<file path="src/otcr_map.svh">
/*
  register indices, reset values, field positions and timing
  figures of the overtemperature timer and configuration block.
  assumes byte address = 4 * index on a 32-bit wishbone bus.
*/
`ifndef OTCR_MAP_SVH
`define OTCR_MAP_SVH

// ---------------------------------------------------------------
// register indices
// ---------------------------------------------------------------
`define OTCR_IDX_TMR   8'h79
`define OTCR_IDX_LIM   8'h7a
`define OTCR_IDX_TACH  8'h7b
`define OTCR_IDX_CFG   8'h7c
`define OTCR_IDX_LOCK  8'h80
`define OTCR_IDX_IST   8'h81
`define OTCR_IDX_IEN   8'h82
`define OTCR_IDX_ICLR  8'h83
`define OTCR_IDX_AUX   8'h84

// ---------------------------------------------------------------
// reset values
// ---------------------------------------------------------------
`define OTCR_RST_TMR   8'h00
`define OTCR_RST_LIM   8'h00
`define OTCR_RST_TACH  8'h55
`define OTCR_RST_CFG   8'h01
`define OTCR_SYNC_IDLE 2'h1

// ---------------------------------------------------------------
// fields and codes
// ---------------------------------------------------------------
`define OTCR_IRQ_ASSERT 0
`define OTCR_IRQ_LIMIT  1
`define OTCR_AUX_OUT    0
`define OTCR_AUX_IN     1
`define OTCR_LOCK_BIT   0
`define OTCR_LIM_OFF64  8'h00
`define OTCR_LIM_TWOS   8'h80
`define OTCR_CNT_MAX    8'hff

// ---------------------------------------------------------------
// timing
// ---------------------------------------------------------------
`define OTCR_STEP_NS    22760000
`define OTCR_CLK_NS     50
`define OTCR_MIN_NS     45520000
`define OTCR_MIN_STEPS  (`OTCR_MIN_NS / `OTCR_STEP_NS)

`endif

</file>
<file path="src/otcr_pkg.sv">
/*
  types shared by the overtemperature timer and configuration block.
  assumes otcr_map.svh for all numeric values.
*/
package otcr_pkg;

  // bit 7 down to bit 0 of the configuration register
  typedef struct packed {
    logic r2_en;
    logic local_en;
    logic r1_en;
    logic voltage_id_pin_select;
    logic aux_pol;
    logic aux_dir;
    logic offset_1c;
    logic twos;
  } otcr_cfg_t;

  typedef logic [2:0] otcr_pulses_t;

endpackage

</file>
<file path="src/otcr_sync.sv">
/*
  two flip-flop level synchroniser, one per bit.
  assumes inputs come from pins outside the clock domain.
*/
`timescale 1ns/1ns
`default_nettype none

module otcr_sync #(
  parameter int           W       = 1,
  parameter logic [W-1:0] RST_VAL = '0
) (
  input  wire logic         clk_i,
  input  wire logic         rst_i,
  input  wire logic [W-1:0] d_i,
  output var  logic [W-1:0] q_o
);

  logic [W-1:0] meta;

  if (W < 1) begin : g_chk
    $error("otcr_sync: W must be at least 1");
  end

  // first stage feeds only the second
  always_ff @(posedge clk_i) begin
    if (rst_i) begin
      meta <= RST_VAL;
      q_o  <= RST_VAL;
    end else begin
      meta <= d_i;
      q_o  <= meta;
    end
  end

endmodule

`default_nettype wire

</file>
<file path="src/otcr_timer.sv">
/*
  assertion duration counter: prescaler of STEP_CYCLES clocks per
  step and a saturating 8-bit step count, cleared by clear_i.
  assumes active_i is already synchronised.
*/
`timescale 1ns/1ns
`default_nettype none
`include "otcr_map.svh"

module otcr_timer #(
  parameter int STEP_CYCLES = 455200
) (
  input  wire logic       clk_i,
  input  wire logic       rst_i,
  input  wire logic       active_i,
  input  wire logic       clear_i,
  output var  logic [7:0] count_o
);

  localparam int PW = (STEP_CYCLES > 1) ? $clog2(STEP_CYCLES) : 1;
  localparam logic [PW-1:0] LAST = PW'(STEP_CYCLES - 1);

  logic [PW-1:0] pre;
  logic [PW-1:0] next_pre;
  logic [7:0]    next_count;

  if (STEP_CYCLES < 1) begin : g_chk
    $error("otcr_timer: STEP_CYCLES must be at least 1");
  end

  // ---------------------------------------------------------------
  // step prescaler and count
  // ---------------------------------------------------------------
  always_comb begin
    next_pre   = pre;
    next_count = count_o;
    if (active_i) begin
      if (pre == LAST) begin
        next_pre = '0;
        // hold at the top, a long event must not read short
        if (count_o != `OTCR_CNT_MAX) begin
          next_count = count_o + 8'h01;
        end
      end else begin
        next_pre = pre + PW'(1);
      end
    end
    if (clear_i) begin
      next_count = `OTCR_RST_TMR;
    end
  end

  always_ff @(posedge clk_i) begin
    if (rst_i) begin
      pre     <= '0;
      count_o <= `OTCR_RST_TMR;
    end else begin
      pre     <= next_pre;
      count_o <= next_count;
    end
  end

endmodule

`default_nettype wire

</file>
<file path="src/otcr_regs.sv">
/*
  overtemperature timer, duration limit, tach pulse select and pin
  configuration registers behind a classic wishbone slave.
  assumes the pin is active low open drain, channel compare and
  limit values come from the temperature logic on clk_i.
*/
// Added by the designer: the Wishbone register port.
// Contract
// lock bit set makes the configuration register ignore writes
// timer bits 7:1 read zero until assertion exceeds two steps
// bit 0 set on pin assertion, cleared when timer is read
// past two steps bit 0 is lsb of 8-bit step count
// count above duration limit raises the limit flag
// limit of zero raises the flag at assertion
// four 2-bit fields choose 1 to 4 tach pulses, reset 0x55
// format bit picks twos complement or offset-64 everywhere
// offset range bit picks half or whole degree offset steps
// aux pin direction bit: 0 input, 1 output when enabled
// aux pin polarity bit: 0 active low, 1 active high
// pin function bit: 0 voltage id, 1 general purpose
// per channel enables let over-limit drive the pin
// limit at -64 or -128 disables that channel's drive
// reset loads 0x00, 0x00, 0x55 and 0x01
// step count saturates at its maximum
`timescale 1ns/1ns
`default_nettype none
`include "otcr_map.svh"

module otcr_regs #(
  parameter int STEP_CYCLES = `OTCR_STEP_NS / `OTCR_CLK_NS
) (
  input  wire logic                clk_i,
  input  wire logic                rst_i,
  input  wire logic [9:0]          adr_i,
  input  wire logic [31:0]         dat_i,
  output var  logic [31:0]         dat_o,
  input  wire logic [3:0]          sel_i,
  input  wire logic                we_i,
  input  wire logic                cyc_i,
  input  wire logic                stb_i,
  output var  logic                ack_o,
  input  wire logic                overtemp_signal_i,
  output var  logic                overtemp_signal_o,
  output var  logic                overtemp_signal_oe_o,
  input  wire logic [2:0]          chan_over_i,
  input  wire logic [2:0][7:0]     chan_limit_i,
  input  wire logic                aux_io_enable_i,
  input  wire logic                aux_io_pin_i,
  output var  logic                aux_io_pin_o,
  output var  logic                aux_io_pin_oe_o,
  output var  otcr_pkg::otcr_cfg_t cfg_o,
  output var  otcr_pkg::otcr_pulses_t [3:0] tach_pulses_o,
  output var  logic                duration_limit_flag_o,
  output var  logic                int_o
);

  localparam logic [7:0] TACH_RST = `OTCR_RST_TACH;
  localparam logic [7:0] MIN_STEPS = 8'(`OTCR_MIN_STEPS);

  // ---------------------------------------------------------------
  // pin synchronisers
  // ---------------------------------------------------------------
  logic [1:0] pins_s;
  logic       active;
  logic       active_d;
  logic       rise;
  logic       aux_in;

  // reset to the idle pin level, else release looks like an assertion
  otcr_sync #(
    .W       (2),
    .RST_VAL (`OTCR_SYNC_IDLE)
  ) u_sync (
    .clk_i (clk_i),
    .rst_i (rst_i),
    .d_i   ({aux_io_pin_i, overtemp_signal_i}),
    .q_o   (pins_s)
  );

  assign active = ~pins_s[0];
  assign aux_in = pins_s[1];
  assign rise   = active & ~active_d;

  // ---------------------------------------------------------------
  // bus decode
  // ---------------------------------------------------------------
  logic [7:0] idx;
  logic       req;
  logic       wr;
  logic       rd;
  logic       wr_cfg_req;
  logic       rd_tmr;

  assign idx        = adr_i[9:2];
  assign req        = cyc_i & stb_i & ~ack_o;
  assign wr         = req & we_i & sel_i[0];
  assign rd         = req & ~we_i;
  assign wr_cfg_req = wr & (idx == `OTCR_IDX_CFG);
  assign rd_tmr     = rd & (idx == `OTCR_IDX_TMR);

  // ---------------------------------------------------------------
  // duration timer
  // ---------------------------------------------------------------
  logic [7:0] cnt;
  logic [7:0] stat;

  otcr_timer #(
    .STEP_CYCLES (STEP_CYCLES)
  ) u_timer (
    .clk_i    (clk_i),
    .rst_i    (rst_i),
    .active_i (active),
    .clear_i  (rd_tmr),
    .count_o  (cnt)
  );

  // ---------------------------------------------------------------
  // register state
  // ---------------------------------------------------------------
  logic       aflag;
  logic [7:0] lim;
  logic [7:0] tach;
  logic       lock;
  logic [1:0] ist;
  logic [1:0] ien;
  logic       aux_out;
  logic       hit;
  logic       lim_ev;
  logic [2:0] chan_dis;
  logic [2:0] chan_en;
  logic [1:0] ev;
  logic [1:0] clr;
  logic [7:0] rdata;

  logic                next_aflag;
  logic [7:0]          next_lim;
  logic [7:0]          next_tach;
  otcr_pkg::otcr_cfg_t next_cfg;
  logic                next_lock;
  logic [1:0]          next_ist;
  logic [1:0]          next_ien;
  logic                next_aux_out;
  logic                next_hit;

  // below two steps only the flag shows
  assign stat = (cnt >= MIN_STEPS) ? cnt
              : {7'h00, aflag};

  // limit event once per assertion
  assign lim_ev = active & ~hit &
                  ((lim == `OTCR_LIM_OFF64) ? rise
                                            : (cnt > lim));

  assign ev[`OTCR_IRQ_ASSERT] = rise;
  assign ev[`OTCR_IRQ_LIMIT]  = lim_ev;
  assign clr = (wr && idx == `OTCR_IDX_ICLR) ? dat_i[1:0] : 2'h0;

  always_comb begin
    next_aflag   = rise | (aflag & ~rd_tmr);
    next_hit     = active & (hit | lim_ev);
    // set wins over a same-cycle clear
    next_ist     = (ist & ~clr) | ev;
    next_lim     = lim;
    next_tach    = tach;
    next_cfg     = cfg_o;
    next_lock    = lock;
    next_ien     = ien;
    next_aux_out = aux_out;
    if (wr) begin
      if (idx == `OTCR_IDX_LIM) begin
        next_lim = dat_i[7:0];
      end else if (idx == `OTCR_IDX_TACH) begin
        next_tach = dat_i[7:0];
      end else if (idx == `OTCR_IDX_CFG) begin
        // locked: write is acked but dropped
        if (!lock) begin
          next_cfg = otcr_pkg::otcr_cfg_t'(dat_i[7:0]);
        end
      end else if (idx == `OTCR_IDX_LOCK) begin
        // only reset releases the lock
        next_lock = lock | dat_i[`OTCR_LOCK_BIT];
      end else if (idx == `OTCR_IDX_IEN) begin
        next_ien = dat_i[1:0];
      end else if (idx == `OTCR_IDX_AUX) begin
        next_aux_out = dat_i[`OTCR_AUX_OUT];
      end
    end
  end

  always_comb begin
    rdata = 8'h00;
    if (idx == `OTCR_IDX_TMR) begin
      rdata = stat;
    end else if (idx == `OTCR_IDX_LIM) begin
      rdata = lim;
    end else if (idx == `OTCR_IDX_TACH) begin
      rdata = tach;
    end else if (idx == `OTCR_IDX_CFG) begin
      rdata = cfg_o;
    end else if (idx == `OTCR_IDX_LOCK) begin
      rdata = {7'h00, lock};
    end else if (idx == `OTCR_IDX_IST) begin
      rdata = {6'h00, ist};
    end else if (idx == `OTCR_IDX_IEN) begin
      rdata = {6'h00, ien};
    end else if (idx == `OTCR_IDX_AUX) begin
      rdata = {6'h00, aux_in, aux_out};
    end
  end

  always_ff @(posedge clk_i) begin
    if (rst_i) begin
      aflag    <= 1'b0;
      hit      <= 1'b0;
      active_d <= 1'b0;
      lim      <= `OTCR_RST_LIM;
      tach     <= `OTCR_RST_TACH;
      cfg_o    <= otcr_pkg::otcr_cfg_t'(`OTCR_RST_CFG);
      lock     <= 1'b0;
      ist      <= 2'h0;
      ien      <= 2'h0;
      aux_out  <= 1'b0;
    end else begin
      aflag    <= next_aflag;
      hit      <= next_hit;
      active_d <= active;
      lim      <= next_lim;
      tach     <= next_tach;
      cfg_o    <= next_cfg;
      lock     <= next_lock;
      ist      <= next_ist;
      ien      <= next_ien;
      aux_out  <= next_aux_out;
    end
  end

  // ---------------------------------------------------------------
  // bus answer, interrupt and pins
  // ---------------------------------------------------------------
  logic       next_ack;
  logic [31:0] next_dat;
  logic       next_int;
  logic       next_ot_oe;
  logic       next_aux_oe;
  logic       next_aux_pin;

  assign chan_en = {cfg_o.r2_en, cfg_o.local_en, cfg_o.r1_en};

  for (genvar c = 0; c < 3; c++) begin : g_chan
    // disable code depends on the live number format
    assign chan_dis[c] = cfg_o.twos
                       ? (chan_limit_i[c] == `OTCR_LIM_TWOS)
                       : (chan_limit_i[c] == `OTCR_LIM_OFF64);
  end

  always_comb begin
    next_ack     = req;
    next_dat     = req ? {24'h000000, rdata} : dat_o;
    next_int     = |(next_ist & ien);
    next_ot_oe   = |(chan_en & chan_over_i & ~chan_dis);
    next_aux_oe  = aux_io_enable_i & cfg_o.aux_dir;
    next_aux_pin = cfg_o.aux_pol ? aux_out : ~aux_out;
  end

  always_ff @(posedge clk_i) begin
    if (rst_i) begin
      ack_o                 <= 1'b0;
      dat_o                 <= 32'h00000000;
      int_o                 <= 1'b0;
      duration_limit_flag_o <= 1'b0;
      overtemp_signal_o     <= 1'b0;
      overtemp_signal_oe_o  <= 1'b0;
      aux_io_pin_oe_o       <= 1'b0;
      aux_io_pin_o          <= 1'b1;
    end else begin
      ack_o                 <= next_ack;
      dat_o                 <= next_dat;
      int_o                 <= next_int;
      duration_limit_flag_o <= lim_ev;
      overtemp_signal_o     <= 1'b0;
      overtemp_signal_oe_o  <= next_ot_oe;
      aux_io_pin_oe_o       <= next_aux_oe;
      aux_io_pin_o          <= next_aux_pin;
    end
  end

  // ---------------------------------------------------------------
  // tach pulse counts
  // ---------------------------------------------------------------
  for (genvar f = 0; f < 4; f++) begin : g_fan
    otcr_pkg::otcr_pulses_t next_pulses;
    always_comb begin
      next_pulses = {1'b0, tach[2*f +: 2]} + 3'h1;
    end
    always_ff @(posedge clk_i) begin
      if (rst_i) begin
        tach_pulses_o[f] <= {1'b0, TACH_RST[2*f +: 2]} + 3'h1;
      end else begin
        tach_pulses_o[f] <= next_pulses;
      end
    end
  end
endmodule

`default_nettype wire

</file>
<file path="config.mk">
export PLATFORM = sky130hd
export DESIGN_NAME = otcr_regs
export DESIGN_NICKNAME = d
export VERILOG_FILES = /design/src/otcr_pkg.sv /design/src/otcr_sync.sv /design/src/otcr_timer.sv /design/src/otcr_regs.sv
export VERILOG_INCLUDE_DIRS = /design/src /design/src/src
export SDC_FILE = /design/constraint.sdc
export NUM_CORES = 1
export LEC_CHECK = 0
export BUFFER_PORTS_ARGS = -buffer_cell sky130_fd_sc_hd__buf_2
export CELL_PAD_IN_SITES_DETAIL_PLACEMENT = 1
export CELL_PAD_IN_SITES_GLOBAL_PLACEMENT = 1
export CORE_MARGIN = 2
export CORE_UTILIZATION = 41
export DETAILED_ROUTE_END_ITERATION = 12
export HOLD_SLACK_MARGIN = 0.08
export PLACE_DENSITY = 0.95
export SLEW_MARGIN = 15
export SYNTH_ARGS = -nofsm -noshare
export SYNTH_HDL_FRONTEND = slang
export SYNTH_HIERARCHICAL = 1
export SYNTH_SLANG_ARGS = --single-unit
</file>
<file path="constraint.sdc">
create_clock -name clk_i -period 6 [get_ports clk_i]
set_clock_uncertainty 0.2 [all_clocks]
set_input_delay 1.5 -clock clk_i [delete_from_list [all_inputs] [get_ports clk_i]]
set_output_delay 1.5 -clock clk_i [all_outputs]
set_load 0.1 [all_outputs]
</file>
# Yosys cells after proc, flatten, opt, wreduce, memory -nomap -nowiden
# Index checks and enable logic that the tools add are counted.
[totals]
ff_bits = 90
input_bits = 81
out_inout_bits = 59
word_cells = 120
[classes]
addsub = 6
magnitude_cmp = 2
n_eq_ne = 14
muxes = 16
bitwise_logic = 35
reduce_logical = 15
[ops]
columns = ["cell", "n"]
rows = [
  ["equality test 8 bit (second input constant)", 8],
  ["two-way mux 8 bit", 5],
  ["equality test 8 x 7 -> 1 bit (second input constant)", 4],
  ["logical NOT 8 bit", 4],
  ["adder 19 x 1 -> 19 bit (second input constant)", 1],
  ["equality test 19 bit (second input constant)", 1],
  ["two-way mux 19 bit", 1],
  ["inverter 1 bit", 13],
  ["adder 2 x 1 -> 3 bit (second input constant)", 4],
  ["AND 1 bit", 12],
  ["two-way mux 2 bit", 5],
  ["AND reduction 5 bit", 2],
  ["adder 8 x 1 -> 8 bit (second input constant)", 1],
  [">= comparator 8 x 2 -> 1 bit (second input constant)", 1],
  ["greater-than comparator 8 bit", 1],
  ["!= test 8 bit (second input constant)", 1],
  ["AND reduction 7 bit", 1],
  ["AND 3 bit", 2],
  ["AND reduction 3 bit", 2],
  ["AND reduction 6 bit", 1],
  ["two-way mux 1 bit", 5],
  ["AND 2 bit", 2],
  ["OR reduction 2 bit", 2],
  ["inverter 3 bit", 1],
  ["other kinds (6)", 8],
]

# Logic depth before layout (Yosys ltp)
[depth]
ltp_word = 11
depth_mapped = 8
depth_no_buf = 7

# Modules after synthesis
# Netlist, hierarchy kept.
[modules_own_cells]
columns = ["mod", "instances", "cells_per_inst", "area_each_um2", "seq_area_each_um2"]
rows = [
  ["otcr_regs", 1, 347, 3060.4, 1181.1],
  ["otcr_timer", 1, 156, 1363.8, 540.5],
  ["otcr_sync", 1, 8, 105.1, 80.1],
]

# Worst setup path after synthesis
# Ideal clock, no wire load.
[synth_timing]
path_kind = "in2reg"
from = "input port adr_i[9]"
to = "register tach[0]"
setup_time_ns = 0.120
arrival_time_ns = 2.635
required_time_ns = 5.680
setup_slack_ns = 3.046
path_stages = 7
path_buffers = 2
path_cell_list = "and4b_1 > and2_1 > buf_4 > and3_4 > buf_6 > nor2b_1 > a211o_1"
[synth_between]
elab_chain_len = 3
word_cells_on_any_way = 4
cone_classes = "2 x eq/ne; 1 x bitwise; 1 x reduce/logical"
[synth_lines]
columns = ["item", "line", "source"]
rows = [
  ["start, declared", "otcr_regs.sv:34", "input wire logic [9:0] adr_i,"],
  ["equality test 8 x 7 -> 1 bit (no line)", "--", ""],
  ["inverter 1 bit (no line)", "--", ""],
  ["AND reduction 3 bit (no line) *", "--", ""],
  ["end signal, assigned", "otcr_regs.sv:217", "tach <= `OTCR_RST_TACH;"],
  ["end signal, assigned", "otcr_regs.sv:228", "tach <= next_tach;"],
  ["end, declared", "otcr_regs.sv:122", "logic [7:0] tach;"],
]
# Mark *: on every way between the ends. The rest lies on a longest branch, timed or not.
# A chain may end at the register's enable or synchronous reset.

# Final worst setup path
[layout_timing]
from = "input port cyc_i"
to = "register cfg_o[6] (netlist name)"
[layout_between]
elab_chain_len = 5
[layout_lines]
columns = ["item", "line", "source"]
rows = [
  ["start, declared", "otcr_regs.sv:39", "input wire logic cyc_i,"],
  ["AND 1 bit (2 in series)", "otcr_regs.sv:95", "assign req = cyc_i & stb_i & ~ack_o;"],
  ["AND 1 bit (2 in series)", "otcr_regs.sv:96", "assign wr = req & we_i & sel_i[0];"],
  ["AND reduction 5 bit (no line)", "--", ""],
  ["end signal, assigned", "otcr_regs.sv:218", "cfg_o <= otcr_pkg::otcr_cfg_t'(`OTCR_RST_CFG);"],
  ["end signal, assigned", "otcr_regs.sv:229", "cfg_o <= next_cfg;"],
  ["end, declared", "otcr_regs.sv:51", "output var otcr_pkg::otcr_cfg_t cfg_o,"],
]
# No other way between the ends.

==> results.yml <==
clock_tree:
  post_cts_hold_buffer_count: 0
  worstSkewPairLatency_ps: 380
  root_buffer: "sky130_fd_sc_hd__clkbuf_8"
  cts_resized: 0
  cts_max_level: 3
  clkSinkCount: 90
  clock_tree.buffer_depth: 2
  cts_tree: "built"
  clk_transition_reported_paths_ps: 100
  cts-buffers-inserted: 9
  post-cts-setup-buffer-count: 0
synth:
  synth.most_common_cell: "sky130_fd_sc_hd__dfxtp_1"
  total_number_of_yosys_warnings: 6
  yosys.cell_types.count: 68
  ys_dominant_reg_cell: "sky130_fd_sc_hd__dfxtp_1"
  ys_ff_latch: 90
  count_of_flip_flops_with_a_built_in_enable_after_synthesis: 0
  synth_area_per_cell_um2: 8.86
  post_synth_instance_area_um2: 4530
  netlist_top_cells_count: "sky130_fd_sc_hd__dfxtp_1, sky130_fd_sc_hd__nor2_1, sky130_fd_sc_hd__a21oi_1"
  postSynth.asyncResetShare: 0
  ranking_of_synthesized_cells_by_area: "sky130_fd_sc_hd__dfxtp_1, sky130_fd_sc_hd__mux2i_1, sky130_fd_sc_hd__nor2_1, sky130_fd_sc_hd__buf_4, sky130_fd_sc_hd__ha_1"
  yosysTopAreaCellShare: 0.398
  synth_seq_area_share: 0.398
  synth_cells: 511
  synth.largest_area_cell: "sky130_fd_sc_hd__dfxtp_1"
setup_path:
  timing.reg2reg.setup_slack_ps: 3310
  crit_path_cell_trace: "buf_2 -> nand3b_1 -> nor2_1 -> nand4b_1 -> mux2i_1 -> nor2_1"
  maximum_cell_stage_delay_along_the_critical_path_ps: 610
  worst_r2r_startpoint: "ack_o"
  crit_family: "simple AND/OR/NAND/NOR gates"
  cpMostUsedCell: "sky130_fd_sc_hd__nor2_1"
  cp_data_arrival_time_ps: 3530
  timing.critical_path.slowest_stage_cell: "sky130_fd_sc_hd__nand4b_1"
  worst-setup-path-type: "input pin to flip-flop"
  path_max_fanout: 14
  cp_data_required_time_ps: 6030
  worst-r2r-cell-count: 5
  critical_path.reg2reg.endpoint: "cfg_o[6]"
  timing.critical_path.buf_inv: 1
  setup.worst_path.start_class: "input pin"
  setup.worst_path.end_class: "flip-flop"
layout:
  insertedDiodeCount: 0
  filler_cell_count: 1311
  area_growth_pct: 13.9
  final_layout_size_suffix_gt1_frac: 0.207
  multiInputGateArea_um2: 2460
  seq_area_um2: 1800
  final-instance-count-excl-fill: 729
  nets: 679
routing:
  avgViaCountPerCell: 5.72
  detail_route.wl_per_cell_um: 18.5
  drt_iter0_markers: 243
  drc: 0
  route.final.wire_length_um: 13500
  detailedRoute.firstPassIterationCount: 5
  antenna_left: 0
  dr_total_vias: 4171
floorplanning:
  placeableCoreArea_um2: 10800
  die-width_um: 109
  initial_utilization: 0.420
  full_die_area_um2: 11900
  die_y_um: 109
  num_io_pins: 140
  placement_rows: 38
sta:
  period_share: 0.584
  maxClockFrequency_mhz: 286
  finalHoldWorstSlack_ps: 230
  grt_setup_unrepaired: "false"
  finalSetupViolCount: 0
  tightestPinTransition_ps: 827
  maxSlewViolCount: 0
  relSlewSlack: 0.446
  layout_min_cycle_time_ps: 3500
  setup_tns_ps: 0
  timing.final.hold_violations: 0
  worst_slack_ps: 2500
global_route:
  global_route_wire_length_before_repair_um: 21500
  grt_start_max_net_pins: 67
  groute.usage.overall: 0.232
  grt_overflow_total: 0
  grt_antenna_before_repair: 0
  grt_pass1_vias: 4262
run:
  maxCapViolCount: 0
min_path:
  hold_class: "flip-flop to flip-flop"
  hold_path.startpoint: "u_sync/meta[0]"
  worstHoldEndpoint: "u_sync/q_o[0]"
  min_delay_path_depth: 1
place:
  dpl_worst_slack_ps: 2130
  dp_hpwl_um: 9400
  finalWeightedCongestion: 0.916
  place.detailed.instances: 713
  port_buffers: 85
power:
  worst_ir_drop_vdd_mv: 0.0973
  static-leakage-power_nw: 2.10
  powerDensity_nw_per_um2: 243
outcome:
  status: "complete, no violations"
## layer usage
metal	vias to the layer above	global-route usage	wire length [µm]
met5	-	0	0
met4	0	0.0916	356
met3	31	0.0466	753
met2	152	0.423	6950
met1	2044	0.264	5420
li1	1944	-	-
## cell families (layout without fill, tap and decap cells)
logic type,Yosys count,count (layout),share of synthesized area
AOI/OAI and AO/OA,92,92,0.136
xor gates and xnor gates,17,17,0.0329
DFF,90,90,0.398
adders and majority gates,14,14,0.0387
other,1,25,0.000828
and+or+nand+nor,212,212,0.265
muxes,22,22,0.0486
buffers and inverters,63,117,0.0796
## placed cells by master (no fill, tap or decap), types with 8 or more instances in the layout
| cell type | n |
|---|---|
| sky130_fd_sc_hd__a21oi_1 | 29 |
| sky130_fd_sc_hd__buf_2 | 85 |
| sky130_fd_sc_hd__clkbuf_8 | 10 |
| sky130_fd_sc_hd__conb_1 | 25 |
| sky130_fd_sc_hd__dfxtp_1 | 90 |
| sky130_fd_sc_hd__ha_1 | 14 |
| sky130_fd_sc_hd__inv_1 | 15 |
| sky130_fd_sc_hd__mux2i_1 | 22 |
| sky130_fd_sc_hd__nand2_1 | 25 |
| sky130_fd_sc_hd__nand3_1 | 22 |
| sky130_fd_sc_hd__nand4_1 | 9 |
| sky130_fd_sc_hd__nor2_1 | 58 |
| sky130_fd_sc_hd__nor2b_1 | 14 |
| sky130_fd_sc_hd__nor3_1 | 15 |
| sky130_fd_sc_hd__o21ai_0 | 11 |
| sky130_fd_sc_hd__xnor2_1 | 8 |
| sky130_fd_sc_hd__xor2_1 | 9 |
## metrics by stage
step | instance area (µm²) | util | power, mW
floorplan | 4620 | - | 0.752
global placement | 4920 | 0.456 | 0.770
detailed placement | 4920 | 0.456 | 0.774
CTS | 5160 | 0.478 | 1.26
global route | 5160 | 0.478 | 1.29
finish | 5160 | 0.478 | 1.26
## flip-flops by register name, summed over array words and instances, names as in the netlist
| register | cells |
|---|---|
| cfg_o | 8 |
| u_timer/pre | 19 |
| overtemp_signal_oe_o | 1 |
| aux_out | 1 |
| u_timer/count_o | 8 |
| aux_io_pin_o | 1 |
| tach | 8 |
| tach_pulses_o | 12 |
| lock | 1 |
| aflag | 1 |
| u_sync/q_o | 2 |
| active_d | 1 |
| ien | 2 |
| hit | 1 |
| dat_o | 8 |
| u_sync/meta | 2 |
| ist | 2 |
| aux_io_pin_oe_o | 1 |
| int_o | 1 |
| lim | 8 |
| ack_o | 1 |
| duration_limit_flag_o | 1 |
## final cells by class
type                       count  share of cell area
multi-input combinational    382               0.476
sequential                    90               0.349
timing repair buffer          86              0.0839
tap                          140              0.0340
clock buffer                  10              0.0267
clock inverter                 6              0.0187
inverter                      15              0.0109
## worst max path at each step
stage / cells past startpoint / from / endpoint
global placement: 5 / cyc_i / cfg_o[0]
finish: 6 / cyc_i / cfg_o[6]
CTS: 6 / cyc_i / cfg_o[4]
global route: 6 / cyc_i / cfg_o[3]
floorplan: 7 / adr_i[9] / tach[0]
detailed placement: 6 / cyc_i / cfg_o[6]
## where the power goes
group	switching (mW)	internal, mW
Combinational	0.129	0.0276
Clock	0.242	0.252
Sequential	0.00306	0.602
Total	0.374	0.882
Power figures use the tool's default switching activity.
